--- config.mk ---
export PLATFORM = sky130hd
export DESIGN_NAME = zgod_decoder
export DESIGN_NICKNAME = d
export VERILOG_FILES = /design/src/rtl/zgod_pkg.sv /design/src/rtl/zgod_decoder.sv
export VERILOG_INCLUDE_DIRS = /design/src /design/src/rtl
export SDC_FILE = /design/constraint.sdc
export NUM_CORES = 1
export LEC_CHECK = 0
export BUFFER_PORTS_ARGS = -buffer_cell sky130_fd_sc_hd__clkbuf_2
export CORE_UTILIZATION = 51
export DETAILED_ROUTE_END_ITERATION = 7
export PLACE_DENSITY = 0.76
export REMOVE_ABC_BUFFERS = 1
export SLEW_MARGIN = 20
export SYNTH_ARGS = -nofsm -noshare
export SYNTH_HDL_FRONTEND = slang
export SYNTH_SLANG_ARGS = --single-unit
--- constraint.sdc ---
create_clock -name mclk -period 2 [get_ports mclk]
set_input_delay 0.1 -clock mclk [delete_from_list [all_inputs] [get_ports mclk]]
set_output_delay 0.1 -clock mclk [all_outputs]
set_load 0.01 [all_outputs]
--- src/rtl/zgod_regs.svh ---
// Purpose: Offsets, fields and reset values of the zone group decoder
// Assumes: 32-bit Avalon-MM slave, byte addresses, one word each
// Notes:   Definitions only
`ifndef ZGOD_REGS_SVH
`define ZGOD_REGS_SVH

// ==========================================================
// Register offsets (byte addresses)
`define ZGOD_ADDR_W        5
`define ZGOD_OFS_HEADER    5'h00
`define ZGOD_OFS_WORDS01   5'h04
`define ZGOD_OFS_WORDS23   5'h08
`define ZGOD_OFS_WORDS45   5'h0C
`define ZGOD_OFS_WORDS67   5'h10
`define ZGOD_OFS_STATUS    5'h14

// ==========================================================
// Header byte lanes and codes
`define ZGOD_ORDER_READ    8'h01
`define ZGOD_ORDER_SEND    8'h02
`define ZGOD_GROUP_GLOBAL  8'h00
`define ZGOD_PAR_SETPOINT  8'h00
`define ZGOD_PAR_HEATER    8'hFC
`define ZGOD_PAR_RATE      8'hFD
`define ZGOD_PAR_ACTUAL    8'hFE
`define ZGOD_PAR_ZSTATUS   8'hFF
`define ZGOD_ZONES_PER_GRP 8

// ==========================================================
// Status fields and reset values
`define ZGOD_ST_ERR_BIT    8
`define ZGOD_RST_WORD      32'h0000_0000
`define ZGOD_BUS_ACK_CYC   1

`endif

--- src/rtl/zgod_pkg.sv ---
// Purpose: Types of the zone group decoder
// Assumes: Nothing beyond the shared header
// Notes:   Command travels as one packed struct
package zgod_pkg;

    // ======================================================
    // Parameter kinds, one-hot
    typedef enum logic [5:0] {
        ZGOD_PK_SETPOINT = 6'b000001,
        ZGOD_PK_CTRL     = 6'b000010,
        ZGOD_PK_HEATER   = 6'b000100,
        ZGOD_PK_RATE     = 6'b001000,
        ZGOD_PK_ACTUAL   = 6'b010000,
        ZGOD_PK_ZSTATUS  = 6'b100000
    } zgod_param_e;

    // ======================================================
    // Decoded order handed to the controller core
    typedef struct packed {
        logic              is_read;
        logic              is_global;
        logic [10:0]       zone_base;
        zgod_param_e       param_kind;
        logic [7:0]        param_num;
        logic [7:0]        word_mask;
        logic [7:0][15:0]  words;
    } zgod_cmd_s;

endpackage

--- src/rtl/zgod_decoder.sv ---
// Purpose: Decode the cyclic output image written by the fieldbus master
// Assumes: Master writes the image over Avalon-MM, validity byte last
// Notes:   Orders start on a zero to nonzero change of the validity byte
//
// Functional notes
// - Group code n addresses zones 8n-7 to 8n
// - Group code zero addresses global settings
// - Parameter selector carries parameter number
// - Code 0 setpoint, 1 to 251 controller parameters
// - Code 252 heater current, 253 rate
// - Code 254 actual value, 255 status
// - Validity byte holds eight dataword flags
// - Dataword used only when its flag set
// - Bit0 is word one, bit7 word eight
// - Order applies only to flagged zones
// - Read orders ignore all datawords
// - Order code 1 reads, 2 sends
// - Datawords stored low byte first
`timescale 1ns/1ps
`default_nettype none
`include "zgod_regs.svh"

module zgod_decoder
    import zgod_pkg::*;
#(
    parameter int ZONE_W = 11
) (
    input  wire logic                     mclk,
    input  wire logic                     rst_b,
    input  wire logic [`ZGOD_ADDR_W-1:0]  avs_address,
    input  wire logic                     avs_read,
    input  wire logic                     avs_write,
    input  wire logic [31:0]              avs_writedata,
    input  wire logic [3:0]               avs_byteenable,
    output var  logic [31:0]              avs_readdata,
    output logic                          avs_waitrequest,
    output var  logic                     cmd_valid,
    output var  zgod_cmd_s                cmd
);

    // ======================================================
    // Elaboration check
    if (ZONE_W != 11) begin : g_bad_width
        $error("zone base width must be 11");
    end

    // ======================================================
    // Storage
    logic [31:0]      header;
    logic [3:0][31:0] word_pairs;
    logic             ack;
    logic             pend;
    logic             order_err;
    logic [7:0]       last_order;
    logic [7:0]       exec_cnt;
    logic             wr_acc;
    logic             rd_req;
    logic [7:0]       new_valid;
    logic             trig;

    // Merge write data under byte enables
    function automatic logic [31:0] merge(input logic [31:0] old,
                                          input logic [31:0] wd,
                                          input logic [3:0]  be);
        logic [31:0] r;
        r = old;
        for (int i = 0; i < 4; i++) begin
            if (be[i]) begin
                r[i*8 +: 8] = wd[i*8 +: 8];
            end
        end
        return r;
    endfunction

    // Map parameter selector to its kind
    function automatic zgod_param_e param_kind(input logic [7:0] p);
        zgod_param_e k;
        k = ZGOD_PK_CTRL;
        unique case (p)
            `ZGOD_PAR_SETPOINT: k = ZGOD_PK_SETPOINT;
            `ZGOD_PAR_HEATER:   k = ZGOD_PK_HEATER;
            `ZGOD_PAR_RATE:     k = ZGOD_PK_RATE;
            `ZGOD_PAR_ACTUAL:   k = ZGOD_PK_ACTUAL;
            `ZGOD_PAR_ZSTATUS:  k = ZGOD_PK_ZSTATUS;
            default:            k = ZGOD_PK_CTRL;
        endcase
        return k;
    endfunction

    // ======================================================
    // Bus handshake: one wait cycle per access
    assign avs_waitrequest = (avs_read | avs_write) & ~ack;
    assign wr_acc = avs_write & ack;
    assign rd_req = avs_read & ~ack;

    always_ff @(posedge mclk or negedge rst_b) begin
        if (!rst_b) begin
            ack <= 1'b0;
        end else begin
            ack <= (avs_read | avs_write) & ~ack;
        end
    end

    // ======================================================
    // Validity edge detection
    assign new_valid = avs_byteenable[3] ? avs_writedata[31:24]
                                         : header[31:24];
    assign trig = wr_acc && avs_address == `ZGOD_OFS_HEADER &&
                  header[31:24] == 8'h00 && new_valid != 8'h00;

    // Header register: order, group, selector, validity
    always_ff @(posedge mclk or negedge rst_b) begin
        if (!rst_b) begin
            header <= `ZGOD_RST_WORD;
        end else if (wr_acc && avs_address == `ZGOD_OFS_HEADER) begin
            header <= merge(header, avs_writedata, avs_byteenable);
        end
    end

    // Dataword pairs, low byte first in each word
    for (genvar g = 0; g < 4; g++) begin : g_words
        always_ff @(posedge mclk or negedge rst_b) begin
            if (!rst_b) begin
                word_pairs[g] <= `ZGOD_RST_WORD;
            end else if (wr_acc && avs_address ==
                         `ZGOD_ADDR_W'(`ZGOD_OFS_WORDS01 + 4*g)) begin
                word_pairs[g] <= merge(word_pairs[g], avs_writedata,
                                       avs_byteenable);
            end
        end
    end

    // Pending flag: set the cycle after the trigger, order runs the cycle after that
    always_ff @(posedge mclk or negedge rst_b) begin
        if (!rst_b) begin
            pend <= 1'b0;
        end else begin
            pend <= trig;
        end
    end

    // ======================================================
    // Order latch and decode
    always_ff @(posedge mclk or negedge rst_b) begin
        if (!rst_b) begin
            cmd_valid <= 1'b0;
            cmd       <= '0;
            cmd.param_kind <= ZGOD_PK_SETPOINT;
        end else begin
            cmd_valid <= pend && (header[7:0] == `ZGOD_ORDER_READ ||
                         header[7:0] == `ZGOD_ORDER_SEND);
            if (pend) begin
                cmd.is_read   <= header[7:0] == `ZGOD_ORDER_READ;
                cmd.is_global <= header[15:8] ==
                                 `ZGOD_GROUP_GLOBAL;
                cmd.zone_base <= ZONE_W'((header[15:8] - 8'h01)
                                 * `ZGOD_ZONES_PER_GRP);
                cmd.param_num  <= header[23:16];
                cmd.param_kind <= param_kind(header[23:16]);
                if (header[7:0] == `ZGOD_ORDER_READ) begin
                    cmd.word_mask <= 8'h00;
                    cmd.words     <= '0;
                end else begin
                    cmd.word_mask <= header[31:24];
                    for (int i = 0; i < 8; i++) begin
                        cmd.words[i] <= header[24+i] ?
                            word_pairs[i/2][(i%2)*16 +: 16] : 16'h0000;
                    end
                end
            end
        end
    end

    // ======================================================
    // Status: bad order flag, last order, count
    always_ff @(posedge mclk or negedge rst_b) begin
        if (!rst_b) begin
            order_err  <= 1'b0;
            last_order <= 8'h00;
            exec_cnt   <= 8'h00;
        end else begin
            if (pend && header[7:0] != `ZGOD_ORDER_READ &&
                header[7:0] != `ZGOD_ORDER_SEND) begin
                order_err <= 1'b1;                             // Set wins
            end else if (wr_acc && avs_address == `ZGOD_OFS_STATUS &&
                         avs_byteenable[1] &&
                         avs_writedata[`ZGOD_ST_ERR_BIT]) begin
                order_err <= 1'b0;
            end
            if (pend) begin
                last_order <= header[7:0];
                exec_cnt   <= exec_cnt + 8'h01;
            end
        end
    end

    // ======================================================
    // Read data, unmapped reads give zero
    always_ff @(posedge mclk or negedge rst_b) begin
        if (!rst_b) begin
            avs_readdata <= `ZGOD_RST_WORD;
        end else if (rd_req) begin
            unique case (avs_address)
                `ZGOD_OFS_HEADER:  avs_readdata <= header;
                `ZGOD_OFS_WORDS01: avs_readdata <= word_pairs[0];
                `ZGOD_OFS_WORDS23: avs_readdata <= word_pairs[1];
                `ZGOD_OFS_WORDS45: avs_readdata <= word_pairs[2];
                `ZGOD_OFS_WORDS67: avs_readdata <= word_pairs[3];
                `ZGOD_OFS_STATUS:  avs_readdata <= {8'h00, exec_cnt,
                                     7'h00, order_err, last_order};
                default:           avs_readdata <= `ZGOD_RST_WORD;
            endcase
        end
    end

    // Every dataword follows its own validity flag
    for (genvar n = 0; n < 8; n++) begin : g_word_chk

    end
endmodule // zgod_decoder
`default_nettype wire

# == Word level (Yosys, flattened, before mapping) ==
# Index checks and enable logic that the tools add are counted.
# word_totals
reg_bits,372
in_bits,45
output_inout_bits,197
# classes
addsub,2
n_mux,14
n_bitwise,5
n_eq_ne,13
reduce_logical,39
# ops
operator,n
$pmux 32 s6,1
$mux 136,1
$mux 16,8
$reduce_and 2->1,19
$eq 8x8->1 const B,4
$pmux 6 s5,1
$logic_not 8->1,3
$logic_and 1x1->1,13
$eq 5x4->1 const B,2
$eq 5x5->1 const B,2
$add 8x1->8 const B,1
$eq 8x1->1 const B,1
$eq 8x2->1 const B,1
$mux 8,1
$ne 8x1->1 const B,1
$ne 8x2->1 const B,1
$reduce_bool 8->1,1
$sub 8x1->8 const B,1
$eq 5x3->1 const B,1
$logic_not 5->1,1
$and 1x1->1,3
$mux 1,2
$reduce_bool 2->1,1
$logic_or 1x1->1,1
2 further kinds,2

# == Longest topological paths before layout ==
# Gate-level depths: netlist of run 1.
# logic_depth
ltp_word,6
ltp_mapped,7
mapped_depth_nobuf,6

# == Worst setup path before layout of run 1 ==
# No wires, ideal clock.
# synth_path
path_kind,reg2reg
start,register header[3]
end,register cmd[102] (netlist bit)
period_less_slack_ps,1851
path_stages_with_launch,7
setup_time_ps,121
t_arrival_ps,1730
path_slack_ps,149
cell_sequence,dfrtp_1 nor4_1 a31oi_1 and2_1 clkbuf_1 clkbuf_1 a22o_1
# synth_between
elab_chain_cells,2
# synth_rtl
element,line,text
"start, declared",zgod_decoder.sv:49,logic [31:0] header;
"start signal, assigned",zgod_decoder.sv:114,header <= `ZGOD_RST_WORD;
"start signal, assigned",zgod_decoder.sv:116,"header <= merge(header, avs_writedata, avs_byteenable);"
$eq 8x1->1 (no source line),--,
$mux 136,zgod_decoder.sv:160,if (header[7:0] == `ZGOD_ORDER_READ) begin
"end, declared",zgod_decoder.sv:38,output var zgod_cmd_s cmd
# Every way passes these cells.
# A chain may end at the register's enable or synchronous reset.

# == Worst setup path after layout of run 1 ==
# layout_path
start,register ack
end,register avs_readdata[30]
# layout_between
elab_chain_cells,2
# layout_rtl
element,line,text
"start, declared",zgod_decoder.sv:51,logic ack;
"start signal, assigned",zgod_decoder.sv:100,ack <= (avs_read | avs_write) & ~ack;
$not 1->1,zgod_decoder.sv:94,assign rd_req = avs_read & ~ack;
$and 1x1->1,zgod_decoder.sv:94,
"end signal, assigned",zgod_decoder.sv:201,avs_readdata <= `ZGOD_RST_WORD;
"end signal, assigned",zgod_decoder.sv:204,`ZGOD_OFS_HEADER: avs_readdata <= header;
"end signal, assigned",zgod_decoder.sv:205,`ZGOD_OFS_WORDS01: avs_readdata <= word_pairs[0];
"end, declared",zgod_decoder.sv:35,"output var logic [31:0] avs_readdata,"
# Every way passes these cells.

==> results of run 1 <==
critical path, stage by stage (launching register included):
cell	delay, ps
dfrtp_1	390
or4b_2	700
a21o_1	470
o21ai_0	290
power by group:
part	switching, mW	internal (mW)
logic	0.608	0.542
clock network	2.87	4.35
registers	0.321	7.85
total	3.80	12.7
routing by layer:
metal  track usage [%]  wire length, um  vias to the layer above
li1                  -                -                     4758
met1              37.6            17800                     5469
met2              44.0            19700                      400
met3              4.96             2480                       81
met4              8.84             1190                        0
met5                 0                0                        -
cell type report:
cell class / instances / area [um2] / share of cell area, %
repair buffers: 339 / 2350 / 12.3
well taps: 390 / 488 / 2.55
flip-flops and latches: 372 / 9310 / 48.6
clock buffers: 64 / 1240 / 6.49
multi-input cells: 654 / 5670 / 29.6
inverters: 8 / 32.5 / 0.170
diodes: 3 / 7.51 / 0.0392
clock inverters: 5 / 50.0 / 0.261
registers in the layout, indices dropped and copies added (netlist names):
signal,cells
header,32
last_order,8
ack,1
avs_readdata,32
order_err,1
exec_cnt,8
pend,1
cmd_valid,1
cmd,160
word_pairs,128
placed cells by master (no fill, tap or decap), types with 8 or more instances in the layout:
cell	Yosys	final
nor3_4	9	9
nand2_1	38	38
a22o_1	131	131
a221oi_1	8	8
a22oi_1	8	8
mux2i_1	56	56
o21ai_0	32	32
dfrtp_1	371	370
buf_12	0	24
a21o_1	10	10
a21oi_1	29	29
clkbuf_1	48	10
clkbuf_8	0	13
clkbuf_2	0	236
buf_4	4	43
mux2_2	176	176
o22ai_1	17	17
nand3_1	8	8
clkbuf_16	0	41
nor4_1	8	8
mux2_4	16	16
dlygate4sd3_1	0	35
and2_1	8	8
nor2_1	32	32
timing repair:
item,CTS,global route
setup endpoints to repair,0,3
resized for setup,0,1
hold endpoints to repair,487,0
hold buffers,35,0
cell usage after synthesis (2+ instances only):
master / instances
xnor2_1: 7
a21oi_1: 29
and3_1: 2
a31oi_1: 2
and2_1: 8
inv_1: 8
or3_1: 7
or4b_1: 2
buf_1: 8
mux2_4: 16
nand3_1: 8
nor2_1: 32
o22ai_1: 17
dfrtp_1: 371
nand2_1: 38
o221ai_1: 7
a22oi_1: 8
nor4_1: 8
ha_1: 3
nor2_2: 2
buf_4: 4
nor3_4: 9
xor2_1: 6
a22o_1: 131
clkbuf_1: 48
or4_1: 2
nand2b_1: 3
nor3_1: 3
nor3_2: 3
mux2_2: 176
buf_2: 15
a21o_1: 10
mux2i_1: 56
o21ai_0: 32
nand4_1: 5
a221oi_1: 8
worst paths after layout:
kind | from | endpoint | slack [ps]
max reg2reg | ack$_DFF_PN0_ | avs_readdata[30]$_DFFE_PN0P_ | 60
min reg2reg | cmd[144]$_DFFE_PN1P_ | cmd[144]$_DFFE_PN1P_ | 470
max | ack$_DFF_PN0_ | avs_readdata[30]$_DFFE_PN0P_ | 60
min in group mclk | avs_address[4] | avs_readdata[12]$_DFFE_PN0P_ | 150
max in group asynchronous | rst_b | last_order[6]$_DFFE_PN0P_ | 1160
min | rst_b | cmd[26]$_DFFE_PN0P_ | 30
kinds of logic after synthesis:
group | count (synthesis) | share of synthesized area, %
adder cells (fa/ha/maj) | 3 | 0.245
multiplexers | 248 | 18.2
other | 1 | 0.0245
flip-flops | 372 | 60.9
AND/OR/NAND/NOR | 139 | 5.32
AO/OA/AOI/OAI | 248 | 12.4
XOR/XNOR | 13 | 0.744
buffers and inverters | 83 | 2.26
through the flow:
stage               worst slack, ps  instance area, um2  setup TNS [ps]  power [mW]  instances
global placement               13.1               17500               0        9.35       1728
CTS                            32.1               19100               0        16.7       1832
global route                   22.6               19100               0        17.1       1833
finish                         55.5               19100               0        16.5       1835
floorplan                     -2130               15000         -302940        8.72       1034
detailed placement            -3.52               17500           -3.52        9.39       1728
==> results.py, run 1 <==
metrics = {
    "worst_setup_path": {
        "path_max_fanout": 15,
        "critPathKind": "flip-flop to flip-flop",
        "worstSetupEndpointType": "flip-flop",
        "critPathLaunchType": "flip-flop",
        "r2r.worst_path.cells": 3,
        "crit_required_ps": 2420,
        "crit_arrival_ps": 2370,
    },
    "min_path": {
        "hp-class": "primary input to asynchronous set/reset pin",
    },
    "clock_tree": {
        "clock_path_buffers": 3,
        "cts_setup_buffers": 0,
        "clk_latency_ps": 520,
        "cts.sinks": 372,
        "cts_buffers": 38,
        "h-tree-depth": 2,
        "cts_root_buf": "clkbuf_16",
        "path_clk_slew_ps": 60,
        "cts_tree": "built",
    },
    "routing": {
        "num_vias": 10700,
        "post_drt_via_cell_ratio": 5.84,
        "routed_wl_mm": 41.2,
        "drt_iter0_drc": 685,
        "drc": 2,
        "detailedRoute.firstPassIterationCount": 8,
        "detail-route-antenna-nets": 0,
        "wl_per_cell_um": 22.5,
    },
    "floorplanning": {
        "die_x_um": 175,
        "ios": 242,
        "fp.coreArea_mm2": 0.0296,
        "initial_core_util_pct": 51.8,
        "die_area_mm2": 0.0307,
        "die_h_um": 175,
        "rows": 63,
    },
    "global_routing": {
        "grt_pass1_vias": 11000,
        "track_usage_pct": 27.3,
        "grt_pass1_wl_mm": 64.7,
        "grt_max_degree": 100,
        "grt_overflow": 0,
        "antenna_found_initial": 3,
    },
    "timing": {
        "worstMarginPinSlew_ps": 737,
        "finalSetupViolCount": 0,
        "min_period_ps": 1940,
        "drv_slew": 0,
        "rsz0062_at_grt": "false",
        "hold_viol_final": 0,
        "slew_headroom_pct": 50.9,
        "timing.final.crit_share_pct": 97.2,
        "fmax_ghz": 0.514,
        "hold-worst-slack_ps": 33.5,
        "finClkSkew_ps": 10.5,
    },
    "placed_design": {
        "io_buffers": 238,
        "dp_hpwl_mm": 27.3,
        "gp_congestion": 0.821,
    },
    "cells_and_area": {
        "nets": 1461,
        "area_growth_pct": 25.2,
        "drive_gt1_share_pct": 40.1,
        "utilization_pct": 64.8,
        "fill_cells": 2213,
    },
    "logic_synthesis": {
        "synth_area_leaders": "dfrtp_1 61%, mux2_2 13%, a22o_1 7.5%, mux2i_1 3.7%, mux2_4 1.6%",
        "synth_edf_count": 0,
        "async_flop_share_pct": 100,
        "yosysTopAreaCellShare_pct": 60.7,
        "synthCells": 1107,
        "synth_area_mm2": 0.0153,
        "avgSynthCellArea_um2": 13.8,
        "yosys_warnings": 0,
        "yosysTopAreaCell": "dfrtp_1",
        "ys_seq_elements": 372,
        "synth_flop_cell": "dfrtp_1",
        "synth.yosys.seq_area_share_pct": 60.9,
        "synth.distinct_cells": 49,
    },
    "outcome": {
        "violations": "design-rule violations",
        "status": "finished, violations left",
    },
    "power_and_ir_drop": {
        "power.density_mw_per_mm2": 864,
        "irDropWorstVdd_v": 0.000679,
        "total_leakage_power_nw": 9.78,
    },
    "run": {
        "cap_violations": 0,
    },
}
(Power assumes the default switching activity.)
==> run 2, diff against run 1 <==
CORE_UTILIZATION = 35   (was 51)
PLACE_DENSITY = default   (was 0.76)
SKIP_CTS_REPAIR_TIMING = 1   (was default)
==> run 2 against run 1 <==
Effect of this change: the run now ends clean; worst setup slack gained 25 ps; non-clock buffer count grew 11; sequential power is essentially flat; register-to-register slack gained 20 ps; critical path type unchanged; largest cell class unchanged; sequential share of layout area shrank 1.2 points; critical path depth is the same; via count shrank 0.81%.
==> results.py, run 2 (synthesis results as in run 1) <==
metrics = {
    "power_and_ir_drop": {
        "seqPwrFrac_pct": 47.3,
        "p_sw_mw": 3.96,
        "p_int_mw": 13.3,
        "clkPwrFrac_pct": 45.9,
        "irDropWorstVdd_v": 0.000529,
        "p_comb_share_pct": 6.7,
        "switching_share_pct": 23.0,
        "power.density_mw_per_mm2": 878,
        "total_leakage_power_nw": 9.89,
    },
    "timing": {
        "rsz0062_at_grt": "false",
        "finClkSkew_ps": 17.1,
        "hold-worst-slack_ps": 113,
        "hold_viol_final": 0,
        "worstMarginPinSlew_ps": 563,
        "min_period_ps": 1920,
        "finalSetupViolCount": 0,
        "fmax_ghz": 0.521,
        "timing.final.crit_share_pct": 96.0,
        "slew_headroom_pct": 62.5,
        "drv_slew": 0,
        "setup-tns-final_ps": 0,
    },
    "clock_tree": {
        "clk_latency_ps": 560,
        "h-tree-depth": 2,
        "cts_tree": "built",
        "path_clk_slew_ps": 60,
        "cts.sinks": 372,
        "clock_path_buffers": 3,
        "cts_buffers": 41,
        "cts_root_buf": "clkbuf_16",
    },
    "cells_and_area": {
        "reg.largest.list": "cmd: 160 flops, word_pairs: 128 flops",
        "multiInputGateArea_mm2": 0.00567,
        "final_cell_mix": "370 x dfrtp_1, 236 x clkbuf_2, 176 x mux2_2",
        "largest_register": "cmd",
        "largest_reg_flops": 160,
        "area_growth_pct": 28.4,
        "nets": 1475,
        "final_common_cell": "dfrtp_1",
        "seq_area_mm2": 0.00931,
        "drive_gt1_share_pct": 40.7,
        "fill_cells": 3896,
    },
    "floorplanning": {
        "fp.coreArea_mm2": 0.0431,
        "die_area_mm2": 0.0445,
        "initial_core_util_pct": 35.5,
        "rows": 76,
        "die_x_um": 211,
        "ios": 242,
        "die_h_um": 211,
    },
    "global_routing": {
        "antenna_found_initial": 2,
        "grt_max_degree": 88,
        "track_usage_pct": 20.3,
        "grt_overflow": 0,
        "grt_pass1_vias": 10700,
        "grt_pass1_wl_mm": 68.1,
    },
    "routing": {
        "detailedRoute.firstPassIterationCount": 5,
        "drt_iter0_drc": 616,
        "num_vias": 10600,
        "post_drt_via_cell_ratio": 5.20,
        "detail-route-antenna-nets": 0,
        "wl_per_cell_um": 21.8,
        "drc": 0,
        "routed_wl_mm": 44.6,
    },
    "worst_setup_path": {
        "crit_required_ps": 2470,
        "slowest_stage": "or4b_2",
        "critPathMaxStageDelay_ps": 630,
        "worstSetupEndpointType": "flip-flop",
        "path_max_fanout": 7,
        "crit_chain": "or4b_2, or3_1, o221ai_1",
        "crit_arrival_ps": 2390,
        "critPathKind": "flip-flop to flip-flop",
        "critPathLaunchType": "flip-flop",
    },
    "placed_design": {
        "io_buffers": 238,
        "gp_congestion": 0.792,
        "dp_hpwl_mm": 30.4,
    },
    "min_path": {
        "hp-class": "primary input to flip-flop",
    },
    "run": {
        "cap_violations": 0,
    },
    "outcome": {
        "status": "completed",
    },
}
-- run 2: path summary, 6_finish.rpt --
path / from / endpoint / slack [ps] / depth (start not counted)
worst max-delay path: ack$_DFF_PN0_ / avs_readdata[14]$_DFFE_PN0P_ / 80 / 3
min in group asynchronous: rst_b / avs_readdata[29]$_DFFE_PN0P_ / 120 / 2
worst max register to register: ack$_DFF_PN0_ / avs_readdata[14]$_DFFE_PN0P_ / 80 / 3
worst min-delay path: avs_byteenable[3] / pend$_DFF_PN0_ / 110 / 4
worst min register to register: exec_cnt[7]$_DFFE_PN0P_ / exec_cnt[7]$_DFFE_PN0P_ / 480 / 1
max in group asynchronous: rst_b / cmd[78]$_DFFE_PN0P_ / 1110 / 4
-- run 2: metrics by stage --
step	setup WS, ps	instance area [um2]	util, %	cells	power [mW]
final	80.2	19600	45.6	2044	17.2
after global routing	5.39	19600	45.6	2044	17.9
after CTS	85.1	19300	44.7	2008	17.4
after detailed placement	-15.5	17900	41.5	1934	9.42
after global placement	10.5	17900	41.5	1934	9.38
after floorplan	-2130	15000	-	1034	8.72
-- run 2: per-layer routing --
layer,vias up,share of wire [%],global-route usage (%)
met3,62,4.8,4.04
li1,4793,-,-
met4,2,2.4,6.57
met1,5485,46,28.0
met2,279,47,32.0
met5,-,0.029,0
-- run 2: power by group through the flow --
stage	clock network [mW]	logic, mW	registers (mW)
global placement	0	1.10	8.28
floorplan	0	0.526	8.20
CTS	8.12	1.13	8.16
finish	7.92	1.16	8.16
global route	8.42	1.28	8.21
detailed placement	0	1.13	8.29
-- run 2: worst max-delay path: cells and delay by family, from the launching register on --
| family | cells | cell delay, ps |
|---|---|---|
| flip-flops | 1 | 380 |
| AND/OR/NAND/NOR | 2 | 1180 |
| AO/OA/AOI/OAI | 1 | 270 |
-- run 2: layout make-up --
cell class	count	share of cell area [%]
Sequential cell	372	47.4
Multi-Input combinational cell	654	28.9
Timing Repair Buffer	350	12.6
Clock buffer	61	6.23
Tap cell	585	3.73
Clock inverter	13	1.00
Inverter	8	0.166
Antenna cell	1	0.0127
==> run 3, diff against run 2 <==
CORE_UTILIZATION = 50   (was 35)
PLACE_DENSITY = 0.75   (was default)
==> run 3 against run 2 <==
Effect of this change: cell area is 2.3% lower; die area is 30% lower; largest cell class unchanged; core utilization grew 19 points; power is 4.5% lower; combinational power barely moved; critical path type unchanged; flip-flop and latch count unchanged; global-route usage grew 6.7 points; first-iteration DRC count is 5.5% lower; clock skew decreased by 7.4 ps.
==> results.py, run 3 (synthesis results as in run 1) <==
metrics = {
    "outcome": {
        "status": "completed",
    },
    "routing": {
        "detailedRoute.firstPassIterationCount": 4,
        "drt_iter0_drc": 582,
        "drc": 0,
        "routed_wl_mm": 41.6,
        "wl_per_cell_um": 22.6,
        "detail-route-antenna-nets": 0,
        "num_vias": 10700,
        "post_drt_via_cell_ratio": 5.83,
    },
    "clock_tree": {
        "cts_buffers": 39,
        "clk_latency_ps": 520,
        "cts_root_buf": "clkbuf_16",
        "path_clk_slew_ps": 60,
        "cts.sinks": 372,
        "clock_path_buffers": 3,
        "cts_tree": "built",
        "h-tree-depth": 2,
    },
    "floorplanning": {
        "die_h_um": 177,
        "die_x_um": 177,
        "initial_core_util_pct": 51.2,
        "fp.coreArea_mm2": 0.0299,
        "die_area_mm2": 0.0313,
        "rows": 63,
        "ios": 242,
    },
    "worst_setup_path": {
        "rrSetupSlack_ps": 80,
        "crit_required_ps": 2430,
        "r2r-start": "ack$_DFF_PN0_",
        "reg2reg_to": "avs_readdata[29]$_DFFE_PN0P_",
        "critPathLaunchType": "flip-flop",
        "crit_arrival_ps": 2350,
        "critPathKind": "flip-flop to flip-flop",
        "r2r.worst_path.cells": 6,
        "worstSetupEndpointType": "flip-flop",
        "path_max_fanout": 8,
    },
    "timing": {
        "finClkSkew_ps": 9.71,
        "rsz0062_at_grt": "false",
        "min_period_ps": 1920,
        "finalSetupViolCount": 0,
        "setup-tns-final_ps": 0,
        "drv_slew": 0,
        "fmax_ghz": 0.521,
        "hold_viol_final": 0,
        "slew_headroom_pct": 39.9,
        "layout_setup_ws_ps": 80.5,
        "worstMarginPinSlew_ps": 902,
        "timing.final.crit_share_pct": 96.0,
    },
    "global_routing": {
        "grt_max_degree": 83,
        "grt_pass1_wl_mm": 64.4,
        "grt_overflow": 0,
        "antenna_found_initial": 3,
        "grt_pass1_vias": 10900,
        "track_usage_pct": 27.0,
    },
    "cells_and_area": {
        "seq_area_mm2": 0.00931,
        "reg.largest.list": "cmd: 160 flops, word_pairs: 128 flops",
        "area_growth_pct": 25.4,
        "nets": 1471,
        "fin_area_mm2": 0.0192,
        "multiInputGateArea_mm2": 0.00567,
        "fill_cells": 2273,
        "largest_reg_flops": 160,
        "utilization_pct": 64.2,
        "largest_register": "cmd",
        "drive_gt1_share_pct": 40.3,
        "final_cell_mix": "370 x dfrtp_1, 236 x clkbuf_2, 176 x mux2_2",
        "final_common_cell": "dfrtp_1",
    },
    "power_and_ir_drop": {
        "power.density_mw_per_mm2": 859,
        "irDropWorstVdd_v": 0.000545,
        "total_leakage_power_nw": 9.79,
    },
    "placed_design": {
        "gp_congestion": 0.839,
        "pre_cts_slack_ps": 30.3,
        "io_buffers": 238,
        "dp_hpwl_mm": 27.8,
        "postPlaceCellArea_mm2": 0.0175,
    },
    "run": {
        "cap_violations": 0,
    },
    "min_path": {
        "hp-class": "primary input to asynchronous set/reset pin",
    },
}
run 3: changes by cell type in the layout (fill, tap and decap cells not counted), sizes merged:
cell,before,now
buf,79,77
bufinv,5,1
clkbuf,297,298
clkinv,6,3
clkinvlp,1,2
diode,1,3
inv,9,8
run 3: power breakdown:
part	internal (mW)	total (mW)	switching, mW
clock network	4.25	7.14	2.89
logic	0.550	1.17	0.616
registers	7.85	8.17	0.316
total	12.6	16.5	3.83
run 3: final cells by class:
type                            instances  area share, %
Sequential cell                       372           48.6
Multi-Input combinational cell        654           29.6
Timing Repair Buffer                  348           12.5
Clock buffer                           62           6.28
Tap cell                              390           2.54
Clock inverter                          6          0.313
Inverter                                8          0.170
Antenna cell                            3         0.0391
run 3: worst max path at each step:
stage                                     start  cells after the start                      endpoint
after floorplan                  pend$_DFF_PN0_                      4            cmd[0]$_DFFE_PN0P_
after global placement           avs_address[4]                      5    word_pairs[16]$_DFFE_PN0P_
after detailed placement  header[3]$_DFFE_PN0P_                      6           cmd[18]$_DFFE_PN0P_
after CTS                 header[3]$_DFFE_PN0P_                      6           cmd[17]$_DFFE_PN0P_
after global routing      header[3]$_DFFE_PN0P_                      6           cmd[17]$_DFFE_PN0P_
final                             ack$_DFF_PN0_                      6  avs_readdata[29]$_DFFE_PN0P_
run 3: layer usage:
layer | vias to the layer above | global-route usage (%) | routed length (um)
li1 | 4756 | - | -
met1 | 5575 | 38.3 | 18500
met2 | 342 | 42.3 | 19800
met3 | 64 | 4.64 | 2340
met4 | 0 | 8.80 | 950
met5 | - | 0 | 0
run 3: through the flow:
step / power [mW] / cells / hold slack (ps)
final: 16.5 / 1843 / 122
after global routing: 17.0 / 1841 / 160
after CTS: 16.5 / 1805 / -451
after detailed placement: 9.40 / 1737 / 101
after global placement: 9.35 / 1737 / 97.4
after floorplan: 8.72 / 1034 / -196
run 3: worst max-delay path: stages (launching register included):
cell,delay [ps]
dfrtp_1,380
or4b_2,640
buf_4,180
a2111oi_4,170
buf_4,240
a22oi_1,100
o21ai_0,100
